### config.mk
export PLATFORM = sky130hd
export DESIGN_NAME = wtc_top
export DESIGN_NICKNAME = d
export VERILOG_FILES = /design/src/logic/wtc_pkg.sv /design/src/logic/wtc_limit_calc.sv /design/src/logic/wtc_compare.sv /design/src/logic/wtc_top.sv
export VERILOG_INCLUDE_DIRS = /design/src /design/src/logic
export SDC_FILE = /design/constraint.sdc
export NUM_CORES = 2
export LEC_CHECK = 0
export ABC_CLOCK_PERIOD_IN_PS = 86300
export BUFFER_PORTS_ARGS = -buffer_cell sky130_fd_sc_hd__buf_4
export CORE_MARGIN = 10
export CORE_UTILIZATION = 64
export CTS_BUF_LIST = sky130_fd_sc_hd__clkbuf_2
export CTS_CLUSTER_SIZE = 8
export DETAILED_ROUTE_END_ITERATION = 8
export GPL_TIMING_DRIVEN = 0
export PLACE_DENSITY = 0.81
export SYNTH_ARGS = -nofsm -noshare
export SYNTH_HDL_FRONTEND = slang
export SYNTH_HIERARCHICAL = 1
export SYNTH_SLANG_ARGS = --single-unit
### constraint.sdc
create_clock -name i_mclk -period 86.3 [get_ports i_mclk]
set_clock_uncertainty 0.05 [all_clocks]
set_input_delay 8.63 -clock i_mclk [delete_from_list [all_inputs] [get_ports i_mclk]]
set_output_delay 8.63 -clock i_mclk [all_outputs]
set_load 0.02 [all_outputs]
### src/logic/wtc_consts.svh
// constants for the weight tolerance classifier: offsets, fields, resets
// assumes a 32-bit plain register port and 25-bit signed weight samples
//
// Contract
// (RULE1) loaded record is compared continuously, no start
// (RULE2) filling: inside band, only ok asserted
// (RULE3) filling: above upper limit, only over asserted
// (RULE4) filling: below lower limit, only under asserted
// (RULE5) exact limits: above over limit is over
// (RULE6) exact limits: below under limit is under
// (RULE7) deviation: target plus/minus fixed tolerances
// (RULE8) percent: limit is target plus/minus tol*target/100
// (RULE9) motion check on: outputs only at no-motion
// (RULE10) motion check off: outputs follow weight dynamically
// (RULE11) record selects net or gross weight
// (RULE12) mode is over/under or manual filling
// (RULE13) external inputs may trigger progress display
// (RULE14) deviation fixed, percent band scales with target
`ifndef WTC_CONSTS_SVH
`define WTC_CONSTS_SVH

// ----------------
// widths
// ----------------
`define WTC_WT_W        24
`define WTC_TOL_W       24
`define WTC_ADDR_W      8
`define WTC_DATA_W      32
`define WTC_PCT_DIV     40'd100

// ----------------
// register byte offsets
// ----------------
`define WTC_OFS_CTRL    8'h00
`define WTC_OFS_TARGET  8'h04
`define WTC_OFS_TOL_POS 8'h08
`define WTC_OFS_TOL_NEG 8'h0c
`define WTC_OFS_LOAD    8'h10
`define WTC_OFS_STATUS  8'h14
`define WTC_OFS_IRQ_ST  8'h18
`define WTC_OFS_IRQ_MSK 8'h1c

// ----------------
// control fields and reset values
// ----------------
`define WTC_CTRL_MODE   0
`define WTC_CTRL_TOL_LO 1
`define WTC_CTRL_TOL_HI 2
`define WTC_CTRL_SRC    3
`define WTC_CTRL_MCHK   4
`define WTC_CTRL_RST    5'h00
`define WTC_LOAD_GO     0
`define WTC_LOAD_CLR    1

`endif

### src/logic/wtc_pkg.sv
// types shared by the weight tolerance classifier files
// assumes wtc_consts.svh is on the include path
`default_nettype none
package wtc_pkg;
    typedef enum logic { WTC_MODE_OVER_UNDER, WTC_MODE_FILLING } wtc_mode_t;
    typedef enum logic [1:0] { WTC_TOL_EXACT, WTC_TOL_DEV, WTC_TOL_PCT, WTC_TOL_RSVD }
        wtc_tol_t;
    typedef enum logic [1:0] { WTC_Z_NONE, WTC_Z_UNDER, WTC_Z_OK, WTC_Z_OVER } wtc_zone_t;
endpackage
`default_nettype wire

### src/logic/wtc_limit_calc.sv
// limit calculator: turns target and tolerances into upper/lower limits
// assumes inputs are stable register values; purely combinational
`include "wtc_consts.svh"
`timescale 1ns/1ps
`default_nettype none
module wtc_limit_calc
(
    input  wire logic [1:0]            i_tol_type, // tolerance type code
    input  wire logic [`WTC_WT_W-1:0]  i_target,   // target weight
    input  wire logic [`WTC_TOL_W-1:0] i_tol_pos,  // + tol or over limit
    input  wire logic [`WTC_TOL_W-1:0] i_tol_neg,  // - tol or under limit
    output logic      [`WTC_WT_W+1:0]  o_hi,       // upper limit, inclusive
    output logic      [`WTC_WT_W+1:0]  o_lo        // lower limit, inclusive
);
    logic [39:0] pct_pos;
    logic [39:0] pct_neg;

    // percent band, the division truncates toward zero
    always_comb
    begin
        pct_pos = (40'(i_target) * 40'(i_tol_pos)) / `WTC_PCT_DIV; // RULE8 RULE14
        pct_neg = (40'(i_target) * 40'(i_tol_neg)) / `WTC_PCT_DIV; // RULE8 RULE14
    end

    // limits kept 2 bits wider so target plus a fixed tolerance never wraps; the percent term is cut to 26 bits and can wrap
    always_comb
    begin
        case (wtc_pkg::wtc_tol_t'(i_tol_type))
            wtc_pkg::WTC_TOL_EXACT:
            begin
                o_hi = 26'(i_tol_pos); // RULE5
                o_lo = 26'(i_tol_neg); // RULE6
            end
            wtc_pkg::WTC_TOL_PCT:
            begin
                o_hi = 26'(i_target) + pct_pos[25:0]; // RULE8
                o_lo = 26'(i_target) - pct_neg[25:0]; // RULE8
            end
            default:
            begin
                o_hi = 26'(i_target) + 26'(i_tol_pos); // RULE7 RULE14
                o_lo = 26'(i_target) - 26'(i_tol_neg); // RULE7 RULE14
            end
        endcase
    end
endmodule
`default_nettype wire

### src/logic/wtc_compare.sv
// zone comparator: places a signed weight against inclusive limits
// assumes limits are 26-bit two's complement (a lower limit may go negative)
`timescale 1ns/1ps
`default_nettype none
module wtc_compare
(
    input  wire logic [25:0] i_wt, // signed compared weight
    input  wire logic [25:0] i_hi, // signed upper limit
    input  wire logic [25:0] i_lo, // signed lower limit
    output var wtc_pkg::wtc_zone_t o_zone // resulting zone
);
    // over is tested first so in an inverted band a weight above the upper limit reports over, not under
    always_comb
    begin
        if ($signed(i_wt) > $signed(i_hi))
            o_zone = wtc_pkg::WTC_Z_OVER;  // RULE3 RULE5
        else if ($signed(i_wt) < $signed(i_lo))
            o_zone = wtc_pkg::WTC_Z_UNDER; // RULE4 RULE6
        else
            o_zone = wtc_pkg::WTC_Z_OK;    // RULE2
    end
endmodule
`default_nettype wire

### src/logic/wtc_top.sv
// weight tolerance classifier top: registers, record loading, zone outputs
// assumes weights and motion flag are synchronous to i_mclk
// assumes the register master never raises both strobes together
`include "wtc_consts.svh"
`timescale 1ns/1ps
`default_nettype none
module wtc_top
(
    input  wire logic                   i_mclk,     // 200 MHz clock
    input  wire logic                   i_rst,      // sync reset, high
    input  wire logic [`WTC_ADDR_W-1:0] i_addr,     // register byte address
    input  wire logic [`WTC_DATA_W-1:0] i_wdata,    // register write data
    input  wire logic                   i_wr,       // write strobe
    input  wire logic                   i_rd,       // read strobe
    output logic      [`WTC_DATA_W-1:0] o_rdata,    // read data, next cycle
    input  wire logic [`WTC_WT_W:0]     i_net_wt,   // signed net weight
    input  wire logic [`WTC_WT_W:0]     i_gross_wt, // signed gross weight
    input  wire logic                   i_motion,   // scale in motion
    input  wire logic                   i_show_trk, // discrete display request
    output logic                        o_under,    // under output
    output logic                        o_ok,       // tolerance ok output
    output logic                        o_over,     // over output
    output logic                        o_show_trk, // display request seen
    output logic                        o_irq       // level interrupt
);
    // ----------------
    // staging record, edited by software
    // ----------------
    logic [4:0]            ctrl_reg;
    logic [`WTC_WT_W-1:0]  target_reg;
    logic [`WTC_TOL_W-1:0] tol_pos_reg;
    logic [`WTC_TOL_W-1:0] tol_neg_reg;

    // ----------------
    // active record, used by the comparison
    // ----------------
    logic [4:0]            act_ctrl_reg;
    logic [`WTC_WT_W-1:0]  act_target_reg;
    logic [`WTC_TOL_W-1:0] act_tol_pos_reg;
    logic [`WTC_TOL_W-1:0] act_tol_neg_reg;
    logic                  active_reg;

    // ----------------
    // classification and interrupt state
    // ----------------
    wtc_pkg::wtc_zone_t zone_reg;
    wtc_pkg::wtc_zone_t zone_next;
    logic [2:0]         irq_st_reg;
    logic [2:0]         irq_st_next;
    logic [2:0]         irq_msk_reg;
    logic [2:0]         zone_set;
    logic [2:0]         next_bits;
    logic               show_trk_reg;

    // ----------------
    // decoded strobes
    // ----------------
    logic wr_ctrl;
    logic wr_target;
    logic wr_pos;
    logic wr_neg;
    logic wr_load;
    logic wr_msk;
    logic rd_irq;
    logic load_go;
    logic load_clr;

    // ----------------
    // comparison datapath
    // ----------------
    logic [`WTC_WT_W:0] src_wt;
    logic [`WTC_WT_W:0] abs_wt;
    logic [25:0]        cmp_wt;
    logic [25:0]        lim_hi;
    logic [25:0]        lim_lo;
    wtc_pkg::wtc_zone_t cmp_zone;
    logic               mode_fill;
    logic               gate_open;

    // ----------------
    // functions
    // ----------------

    // address match, used by every strobe decode
    function automatic logic hit
    (
        input logic [`WTC_ADDR_W-1:0] addr,
        input logic [`WTC_ADDR_W-1:0] ofs
    );
        hit = (addr == ofs);
    endfunction

    // one-hot {over, ok, under} for a zone, shared by outputs and events
    function automatic logic [2:0] zone_bits
    (
        input wtc_pkg::wtc_zone_t z
    );
        case (z)
            wtc_pkg::WTC_Z_UNDER: zone_bits = 3'h1;
            wtc_pkg::WTC_Z_OK:    zone_bits = 3'h2;
            wtc_pkg::WTC_Z_OVER:  zone_bits = 3'h4;
            default:              zone_bits = 3'h0;
        endcase
    endfunction

    // ----------------
    // register port decode
    // ----------------

    // unmapped addresses are simply ignored on write
    assign wr_ctrl   = i_wr & hit(i_addr, `WTC_OFS_CTRL);
    assign wr_target = i_wr & hit(i_addr, `WTC_OFS_TARGET);
    assign wr_pos    = i_wr & hit(i_addr, `WTC_OFS_TOL_POS);
    assign wr_neg    = i_wr & hit(i_addr, `WTC_OFS_TOL_NEG);
    assign wr_load   = i_wr & hit(i_addr, `WTC_OFS_LOAD);
    assign wr_msk    = i_wr & hit(i_addr, `WTC_OFS_IRQ_MSK);
    assign rd_irq    = i_rd & hit(i_addr, `WTC_OFS_IRQ_ST);
    assign load_go   = wr_load & i_wdata[`WTC_LOAD_GO];
    assign load_clr  = wr_load & i_wdata[`WTC_LOAD_CLR];

    // ----------------
    // staging record registers
    // ----------------

    // control: mode, tolerance type, source, motion check
    always_ff @(posedge i_mclk)
    begin
        if (i_rst)
            ctrl_reg <= `WTC_CTRL_RST;
        else if (wr_ctrl)
            ctrl_reg <= i_wdata[4:0];
    end

    // target and tolerance fields
    always_ff @(posedge i_mclk)
    begin
        if (i_rst)
        begin
            target_reg  <= '0;
            tol_pos_reg <= '0;
            tol_neg_reg <= '0;
        end
        else
        begin
            if (wr_target)
                target_reg <= i_wdata[`WTC_WT_W-1:0];
            if (wr_pos)
                tol_pos_reg <= i_wdata[`WTC_TOL_W-1:0];
            if (wr_neg)
                tol_neg_reg <= i_wdata[`WTC_TOL_W-1:0];
        end
    end

    // ----------------
    // record loading
    // ----------------

    // a load copies the whole staging record at once, so the comparison
    // never runs on a half-edited record; clear wins over load
    always_ff @(posedge i_mclk)
    begin
        if (i_rst)
        begin
            act_ctrl_reg    <= `WTC_CTRL_RST;
            act_target_reg  <= '0;
            act_tol_pos_reg <= '0;
            act_tol_neg_reg <= '0;
            active_reg      <= 1'b0;
        end
        else if (load_clr)
            active_reg <= 1'b0;
        else if (load_go)
        begin
            act_ctrl_reg    <= ctrl_reg;
            act_target_reg  <= target_reg;
            act_tol_pos_reg <= tol_pos_reg;
            act_tol_neg_reg <= tol_neg_reg;
            active_reg      <= 1'b1; // RULE1
        end
    end

    // ----------------
    // weight selection
    // ----------------

    assign mode_fill = (act_ctrl_reg[`WTC_CTRL_MODE] == 1'(wtc_pkg::WTC_MODE_FILLING));

    // source per record, then absolute value in filling mode
    always_comb
    begin
        src_wt = act_ctrl_reg[`WTC_CTRL_SRC] ? i_gross_wt : i_net_wt; // RULE11
        if (src_wt[`WTC_WT_W])
            abs_wt = (~src_wt) + 25'h0000001;
        else
            abs_wt = src_wt;
        // over/under keeps the sign so a negative load classifies as under
        if (mode_fill)
            cmp_wt = {1'b0, abs_wt}; // RULE2 RULE12
        else
            cmp_wt = {src_wt[`WTC_WT_W], src_wt}; // RULE12
    end

    // ----------------
    // limits and comparison
    // ----------------

    // exact limits only mean something in over/under mode; filling
    // treats that code as a plain target deviation
    logic [1:0] eff_tol;
    always_comb
    begin
        eff_tol = act_ctrl_reg[`WTC_CTRL_TOL_HI:`WTC_CTRL_TOL_LO];
        if (mode_fill && eff_tol == 2'(wtc_pkg::WTC_TOL_EXACT))
            eff_tol = 2'(wtc_pkg::WTC_TOL_DEV); // RULE12
    end

    wtc_limit_calc u_limit
    (
        .i_tol_type (eff_tol),
        .i_target   (act_target_reg),
        .i_tol_pos  (act_tol_pos_reg),
        .i_tol_neg  (act_tol_neg_reg),
        .o_hi       (lim_hi),
        .o_lo       (lim_lo)
    );

    wtc_compare u_cmp
    (
        .i_wt   (cmp_wt),
        .i_hi   (lim_hi),
        .i_lo   (lim_lo),
        .o_zone (cmp_zone)
    );

    // ----------------
    // motion gating and zone register
    // ----------------

    // with the check on, a moving scale blanks all three outputs
    assign gate_open = ~(act_ctrl_reg[`WTC_CTRL_MCHK] & i_motion); // RULE9 RULE10

    // re-evaluated every clock while a record is active, no start needed
    always_comb
    begin
        if (!active_reg)
            zone_next = wtc_pkg::WTC_Z_NONE;
        else if (!gate_open)
            zone_next = wtc_pkg::WTC_Z_NONE; // RULE9
        else
            zone_next = cmp_zone; // RULE1 RULE10
    end

    always_ff @(posedge i_mclk)
    begin
        if (i_rst)
            zone_reg <= wtc_pkg::WTC_Z_NONE;
        else
            zone_reg <= zone_next;
    end

    // ----------------
    // discrete outputs
    // ----------------

    // one-hot decode of the next zone, shared by outputs and events
    assign next_bits = zone_bits(zone_next);

    // outputs are registered one-hot from the next zone, so at most one is high
    always_ff @(posedge i_mclk)
    begin
        if (i_rst)
        begin
            o_under <= 1'b0;
            o_ok    <= 1'b0;
            o_over  <= 1'b0;
        end
        else
        begin
            o_under <= next_bits[0]; // RULE4 RULE6
            o_ok    <= next_bits[1]; // RULE2
            o_over  <= next_bits[2]; // RULE3 RULE5
        end
    end

    // discrete display request is only passed on for the display logic
    always_ff @(posedge i_mclk)
    begin
        if (i_rst)
            show_trk_reg <= 1'b0;
        else
            show_trk_reg <= i_show_trk; // RULE13
    end
    assign o_show_trk = show_trk_reg;

    // ----------------
    // interrupts
    // ----------------

    // an event is entry into a zone that differs from the last one
    assign zone_set = (zone_next != zone_reg) ? next_bits : 3'h0;

    // sticky bits, a read clears them but a same-cycle entry survives
    genvar gi;
    generate
        for (gi = 0; gi < 3; gi++)
        begin : g_irq
            always_comb
            begin
                if (zone_set[gi])
                    irq_st_next[gi] = 1'b1;
                else if (rd_irq)
                    irq_st_next[gi] = 1'b0;
                else
                    irq_st_next[gi] = irq_st_reg[gi];
            end
        end
    endgenerate

    always_ff @(posedge i_mclk)
    begin
        if (i_rst)
            irq_st_reg <= 3'h0;
        else
            irq_st_reg <= irq_st_next;
    end

    always_ff @(posedge i_mclk)
    begin
        if (i_rst)
            irq_msk_reg <= 3'h0;
        else if (wr_msk)
            irq_msk_reg <= i_wdata[2:0];
    end

    always_ff @(posedge i_mclk)
    begin
        if (i_rst)
            o_irq <= 1'b0;
        else
            o_irq <= |(irq_st_next & irq_msk_reg);
    end

    // ----------------
    // read data
    // ----------------

    // data stands one cycle after the strobe and is zero otherwise
    always_ff @(posedge i_mclk)
    begin
        if (i_rst)
            o_rdata <= '0;
        else if (!i_rd)
            o_rdata <= '0;
        else
        begin
            case (i_addr)
                `WTC_OFS_CTRL:    o_rdata <= 32'(ctrl_reg);
                `WTC_OFS_TARGET:  o_rdata <= 32'(target_reg);
                `WTC_OFS_TOL_POS: o_rdata <= 32'(tol_pos_reg);
                `WTC_OFS_TOL_NEG: o_rdata <= 32'(tol_neg_reg);
                `WTC_OFS_STATUS:
                    o_rdata <= {26'h0, i_motion, active_reg, zone_bits(zone_reg)};
                `WTC_OFS_IRQ_ST:  o_rdata <= 32'(irq_st_reg);
                `WTC_OFS_IRQ_MSK: o_rdata <= 32'(irq_msk_reg);
                default:          o_rdata <= 32'h00000000;
            endcase
        end
    end
endmodule
`default_nettype wire

### Word-level counts from Yosys, hierarchy flattened

Cells that the tools add are included.

| cells by class | value |
|---|---|
| add/sub/neg operators | 5 |
| $mul | 2 |
| div/mod/pow operators | 2 |
| magnitude comparators | 2 |
| equal/unequal tests | 15 |
| multiplexer cells | 20 |
| bitwise operators | 14 |
| reductions and logical operators | 8 |

Operators by type and width:

| kind | number |
|---|---|
| 24-bit case mux with 7 select lines | 1 |
| 26-bit case mux with 2 select lines | 2 |
| 40-bit by 7-bit divider with 40-bit output, second input constant | 2 |
| 24-bit by 24-bit multiplier with 40-bit output | 2 |
| 25-bit two-way mux | 2 |
| 8-bit by 5-bit equality test with 1-bit output, second input constant | 4 |
| 24-bit by 26-bit adder with 26-bit output | 1 |
| 26-bit > comparator | 1 |
| 26-bit < comparator | 1 |
| 26-bit two-way mux | 1 |
| 24-bit by 26-bit subtractor with 26-bit output | 1 |
| 24-bit by 24-bit adder with 25-bit output | 1 |
| 25-bit by 1-bit adder with 25-bit output, second input constant | 1 |
| 25-bit inverter | 1 |
| 24-bit by 24-bit subtractor with 25-bit output | 1 |
| 3-bit case mux with 3 select lines | 2 |
| 8-bit by 4-bit equality test with 1-bit output, second input constant | 2 |
| 1-bit AND | 10 |
| 2-bit equality test, second input constant | 5 |
| 2-bit two-way mux | 5 |
| 8-bit by 3-bit equality test with 1-bit output, second input constant | 1 |
| 8-bit zero test | 1 |
| 1-bit two-way mux | 6 |
| 2-bit by 1-bit equality test with 1-bit output, second input constant | 2 |
| other kinds (9) | 12 |

| storage, ports and cells | value |
|---|---|
| register bits after elaboration | 200 |
| input bits | 96 |
| output and inout port bits | 37 |
| word-level logic and storage cells | 86 |

### Depth between registers and ports, before layout

| depth | value |
|---|---|
| word-level depth | 16 |
| gate-level depth with buffers | 162 |
| depth with buffers taken out | 146 |

### Cells and area by module

Netlist, hierarchy kept.

By module, submodules not included:

| module | times used | cells an instance | area each (um^2) | sequential area each (um^2) |
|---|---|---|---|---|
| wtc_limit_calc | 1 | 7,038 | 57,724.1 | 0.0 |
| wtc_top | 1 | 1,055 | 8,331.7 | 3,843.7 |
| wtc_compare | 1 | 184 | 1,325.0 | 0.0 |

### Worst setup path before layout

No wires, ideal clock.

| timing path | value |
|---|---|
| path type | reg2reg |
| start | register act_target_reg[15] |
| end | register o_irq |
| library setup time | 0.075 ns |
| arrival time | 32.907 ns |
| data required time | 86.175 ns |
| path slack | 53.268 ns |
| cell stages (with the launch flop) | 146 |
| path buffers | 7 |
| period minus slack after synthesis | 33.032 ns |
| cells stage by stage | dfxtp_1 > clkbuf_1 > clkbuf_1 > nand2_1 > fa_1 > inv_1 > fa_1 > inv_1 > fa_1 > inv_1 > fa_1 > fa_1 > fa_1 > inv_1 > fa_1 > inv_1 > ha_1 > a21oi_1 > [... 110 more ...] > a21oi_1 > o21bai_1 > a21oi_1 > xnor2_1 > a21oi_1 > a21oi_1 > inv_1 > ha_1 > nand4_2 > nor4_2 > nand4_1 > o41ai_1 > mux2_1 > or4b_1 > nor4b_1 > a22o_1 > a21oi_1 > o22ai_1 |

| between the ends | value |
|---|---|
| elaborated cells between the ends (all ways) | 27 |
| classes of those cells | 4 x add/sub; 2 x mul; 2 x div; 2 x order compare; 4 x eq/ne; 11 x mux; 1 x bitwise; 1 x reduce/logical |

RTL lines:

| item | RTL line | source |
|---|---|---|
| from (decl) | wtc_top.sv:38 | `` logic [`WTC_WT_W-1:0] act_target_reg; `` |
| from (signal assigned) | wtc_top.sv:175 | `act_target_reg <= target_reg;` |
| 24-bit by 24-bit multiplier with 40-bit output | wtc_limit_calc.sv:21 | `` pct_pos = (40'(i_target) * 40'(i_tol_pos)) / `WTC_PCT_DIV; `` |
| 40-bit by 7-bit divider with 40-bit output (no source line) | - |  |
| 24-bit by 26-bit adder with 26-bit output | wtc_limit_calc.sv:36 | `o_hi = 26'(i_target) + pct_pos[25:0];` |
| 26-bit case mux with 2 select lines * | wtc_limit_calc.sv:28 | `case (wtc_pkg::wtc_tol_t'(i_tol_type))` |
| named net lim_hi[24] | wtc_top.sv:74 | `logic [25:0] lim_hi;` |
| 26-bit > comparator * | wtc_compare.sv:15 | `if ($signed(i_wt) > $signed(i_hi))` |
| 2-bit two-way mux * | wtc_compare.sv:15 |  |
| named net cmp_zone[1] | wtc_top.sv:76 | `wtc_pkg::wtc_zone_t cmp_zone;` |
| 2-bit two-way mux * | wtc_top.sv:247 | `else if (!gate_open)` |
| 2-bit two-way mux * | wtc_top.sv:245 | `if (!active_reg)` |
| 2-bit equality test / 2-bit by 1-bit equality test with 1-bit output (equally long branches) | wtc_top.sv:98 | `case (z)` |
| 3-bit case mux with 3 select lines | wtc_top.sv:98 |  |
| 3-bit two-way mux * | wtc_top.sv:300 | `assign zone_set = (zone_next != zone_reg) ? next_bits : 3'h0;` |
| 1-bit two-way mux | wtc_top.sv:309 | `if (zone_set[gi])` |
| 3-bit AND * | wtc_top.sv:340 | `o_irq <= \|(irq_st_next & irq_msk_reg);` |
| 3-bit OR reduction * | wtc_top.sv:340 |  |
| to (signal assigned) | wtc_top.sv:340 |  |
| to (decl) | wtc_top.sv:24 | `output logic o_irq` |

Mark *: on every way through the listed nets, which the timed path passes. The rest lies on a longest branch.
A chain may end at the register's enable or synchronous reset.

### Worst setup path in the final report

| timing path | value |
|---|---|
| start | register act_target_reg[4] |
| end | register o_irq |

Same word-level chain as after synthesis.

==> summary.txt <==
Status
  • Outcome: complete, but fails checks
  • Failing checks: max-capacitance violations, max-slew violations

Pwr
  • Int Power: around 100 uW
  • Psw: ~41 uW
  • Total Power: around 140 uW
  • Combinational share of power: approximately a tenth
  • Sw frac: between 20% and 30%
  • Worst IR Drop VDD: approximately 0.000010 V
  • Static Leak: 31.5 nW
  • Clock Power Share: between 20 and 30%
  • PD cells: approximately 2.1 nW/um2
  • Share of power burned in registers: roughly three fifths

Route
  • Vias: approximately 64000
  • WL/cell: around 26 um
  • DRT Wirelength: approximately 250000 um
  • DRC Markers: 0
  • First-pass iteration count of the detailed router: 7
  • Antenna Violating Nets Remaining: 0
  • DRT iter0 DRCs: just under 8000
  • Vias/cell: around 6.5

Clocking
  • Clock buffer depth: 2
  • Setup bufs post-CTS: 0
  • Hold Buf Count CTS: 0
  • H-tree depth: 4
  • Clk_lat worst skew: 820 ps
  • Worst-path clk slew: a little under 300 ps
  • CTS tree: built
  • Clock root cell: clkbuf_2
  • Clock tree sinks: between 150 and 200
  • TritonCTS Buffers: 17
  • Resize count post-CTS: 0

Critical path
  • WP data required: ~87000 ps
  • Reg2reg end: o_irq
  • CP endpoint kind: register
  • Worst R2R Path Depth: about 140
  • Most frequent CP cell: a21oi_1
  • CP Launch Type: register
  • Reg2reg setup slack: 42720 ps
  • CP startpoint: act_target_reg[4]
  • Critical R2R Launch: act_target_reg[4]
  • CP Capture Point: o_irq
  • WS Path Type: reg -> reg
  • Crit-path max cell delay: between 1000 and 1500 ps
  • WP data arrival: 44250 ps
  • Worst Path Max Fanout: 12
  • Slowest CP cell: clkbuf_1

Layout
  • Final instance area: between 70000 and 80000 um2
  • Reg area: 3840 um2
  • Fillers: 8908
  • Most common cell after layout, fill and taps aside: inv_1
  • Most frequent cells in the layout: 1250 x inv_1, 1113 x nand2_1, 916 x fa_1, 537 x and2_1, 513 x a21oi_1
  • P&R area growth vs syn: 4.23%
  • NumNets Final: 9857
  • Share of layout cells above drive strength 1: 10.3%
  • Multi-input gate area: between 50000 and 60000 um2

Synth
  • Post-synth top area share: a little over a quarter
  • Seq/Total Area, Yosys: 5.70%
  • Synth Area in Compound Gates: between 10% and 20%
  • Largest area contributor in the netlist: fa_1
  • Synth Area in Adders: roughly 35%
  • Synth Area in XOR/XNOR: 5.13%
  • Top_reg_cell synth: dfxtp_1
  • Async SR Flop Fraction: 0%
  • Post-Syn Instances: around 8300
  • Synth top area cells: fa_1 27%, ha_1 8.0%, inv_1 7.0%
  • Yosys cell types: ~210
  • Mapped cell area: approximately 67000 um2
  • Multiplexer area fraction after synthesis: 2.79%
  • Simple logic cell fraction of the synthesized area: between 20% and 30%
  • FF+latch count, synth: ~190
  • Post-synth EDFFs: 0
  • Synth Area per Inst: around 8.1 um2
  • Yosys warns: 6
  • Combinational family with the most area after synthesis: adder cells

Die
  • Initial Utilization: 64.7%
  • I/O pin count: between 100 and 150
  • FP Rows: around 120
  • Die X-Extent: about 340 um
  • Die Area: between 100000 and 150000 um2
  • Core footprint: 104000 um2
  • DIE HEIGHT: around 340 um

Placement
  • Placed Area: roughly 70000 um2
  • Final RePlAce weighted congestion: 1.11
  • I/O Buffers: 112
  • Dpl hpwl: approximately 200000 um

Timing
  • Slew Limit Fails: 80
  • Period utilisation layout: 50.5%
  • Rel. slew slack: -9.13%
  • Period minus WS final: around 44000 ps
  • Max frequency: about 0.023 GHz
  • Final hold vios: 0
  • Final setup fails: 0
  • Unrepaired setup endpoints after global routing: false
  • Worst Tran Pin Value: between 1500 and 2000 ps
  • TNS Setup: 0 ps

GRT
  • GRT Total Usage: roughly two fifths
  • Vias in the first global route: between 60000 and 70000
  • Initial antenna violation count: 23
  • Pin count of the biggest net entering global routing: 18
  • First-pass GRT wire length: ~380000 um
  • Grt ovf: 0

Flow run
  • MaxCap Viol Count: 7

Worst hold path
  • Worst hold path type: reg -> reg
synth_stat cells (21+ instances only):
master	count
o21ai_0	243
xnor2_2	24
a21oi_2	25
o211ai_1	34
mux2_2	26
a21oi_1	513
a211oi_1	48
xor2_1	87
o21ai_1	62
a21o_2	27
o22ai_1	25
nand3_1	132
buf_6	50
nor3_1	90
xnor2_1	236
a31oi_1	47
and3_1	21
o21ai_2	22
nand3b_1	27
o31ai_1	38
dfxtp_1	192
clkbuf_8	28
clkbuf_1	265
nand2_1	1113
a21o_1	68
nor4_1	21
or3_1	21
buf_4	23
ha_1	429
and2_1	537
o2111ai_1	22
or2_1	23
buf_2	40
nor2_1	370
mux2i_1	133
fa_1	916
o21bai_1	60
nand2b_1	35
o21a_1	54
inv_1	1250
nand4_1	40
power groups by stage:
stage          logic (mW)  clock network (mW)  registers [mW]
6_report           0.0152              0.0401          0.0892
5_1_grt            0.0161              0.0441          0.0893
4_1_cts            0.0145              0.0400          0.0891
3_5_place_dp       0.0144                   0          0.0907
3_3_place_gp       0.0142                   0          0.0907
2_1_floorplan     0.00728                   0          0.0907
how the worst min path moves through the flow:
| stage | startpoint | cells after the start | end | slack (ps) |
|---|---|---|---|---|
| after detailed placement | act_ctrl_reg[1] | 2 | act_ctrl_reg[1] | 400 |
| after global placement | act_tol_neg_reg[22] | 2 | act_tol_neg_reg[22] | 400 |
| after CTS | tol_pos_reg[23] | 2 | act_tol_pos_reg[23] | 420 |
| final | tol_pos_reg[23] | 2 | act_tol_pos_reg[23] | 420 |
| after global routing | target_reg[17] | 2 | act_target_reg[17] | 430 |
| after floorplan | act_tol_neg_reg[21] | 2 | act_tol_neg_reg[21] | 390 |
cell families (layout without fill, tap and decap cells):
kind of cell               after synthesis  in the layout
adders and majority gates             1360           1360
buffers and inverters                 1694           1839
AOI/OAI and AO/OA                     1792           1792
DFF                                    192            192
xor gates and xnor gates               360            360
and+or+nand+nor                       2701           2701
other                                    1             25
muxes                                  177            177
metal layers:
metal	global-route usage, %	routed length [um]	share of wire, %
met2	62.0	106000	42
met4	26.1	20300	8.1
met5	0	29	0.012
met1	52.9	93000	37
met3	12.1	32300	13
worst max-delay path: cells and delay by family, from the launching register on:
kind | cells | cell delay [ps]
XOR/XNOR | 7 | 2780
buffers and inverters | 10 | 3620
AO/OA/AOI/OAI | 74 | 20890
adder cells (fa/ha/maj) | 10 | 4760
flip-flops | 1 | 730
AND/OR/NAND/NOR | 32 | 8620
multiplexers | 5 | 1970
through the flow:
step	setup WS, ps	utilization, %	instances	hold slack (ps)
floorplan	53270	-	8284	385
global placement	45090	67.2	9776	397
detailed placement	44570	67.2	9776	398
CTS	44400	67.4	9808	423
global route	41250	67.4	9810	432
finish	42720	67.5	9826	423
cell type report:
cell class              instances  share of cell area, %
flip-flops and latches        192                   5.47
clock inverters                14                  0.162
multi-input cells            6398                   80.1
inverters                    1257                   6.72
well taps                    1380                   2.46
diodes                         17                 0.0606
plain buffers                 437                   3.67
clock buffers                  18                  0.128
repair buffers                113                   1.21
Power figures use the tool's default switching activity.
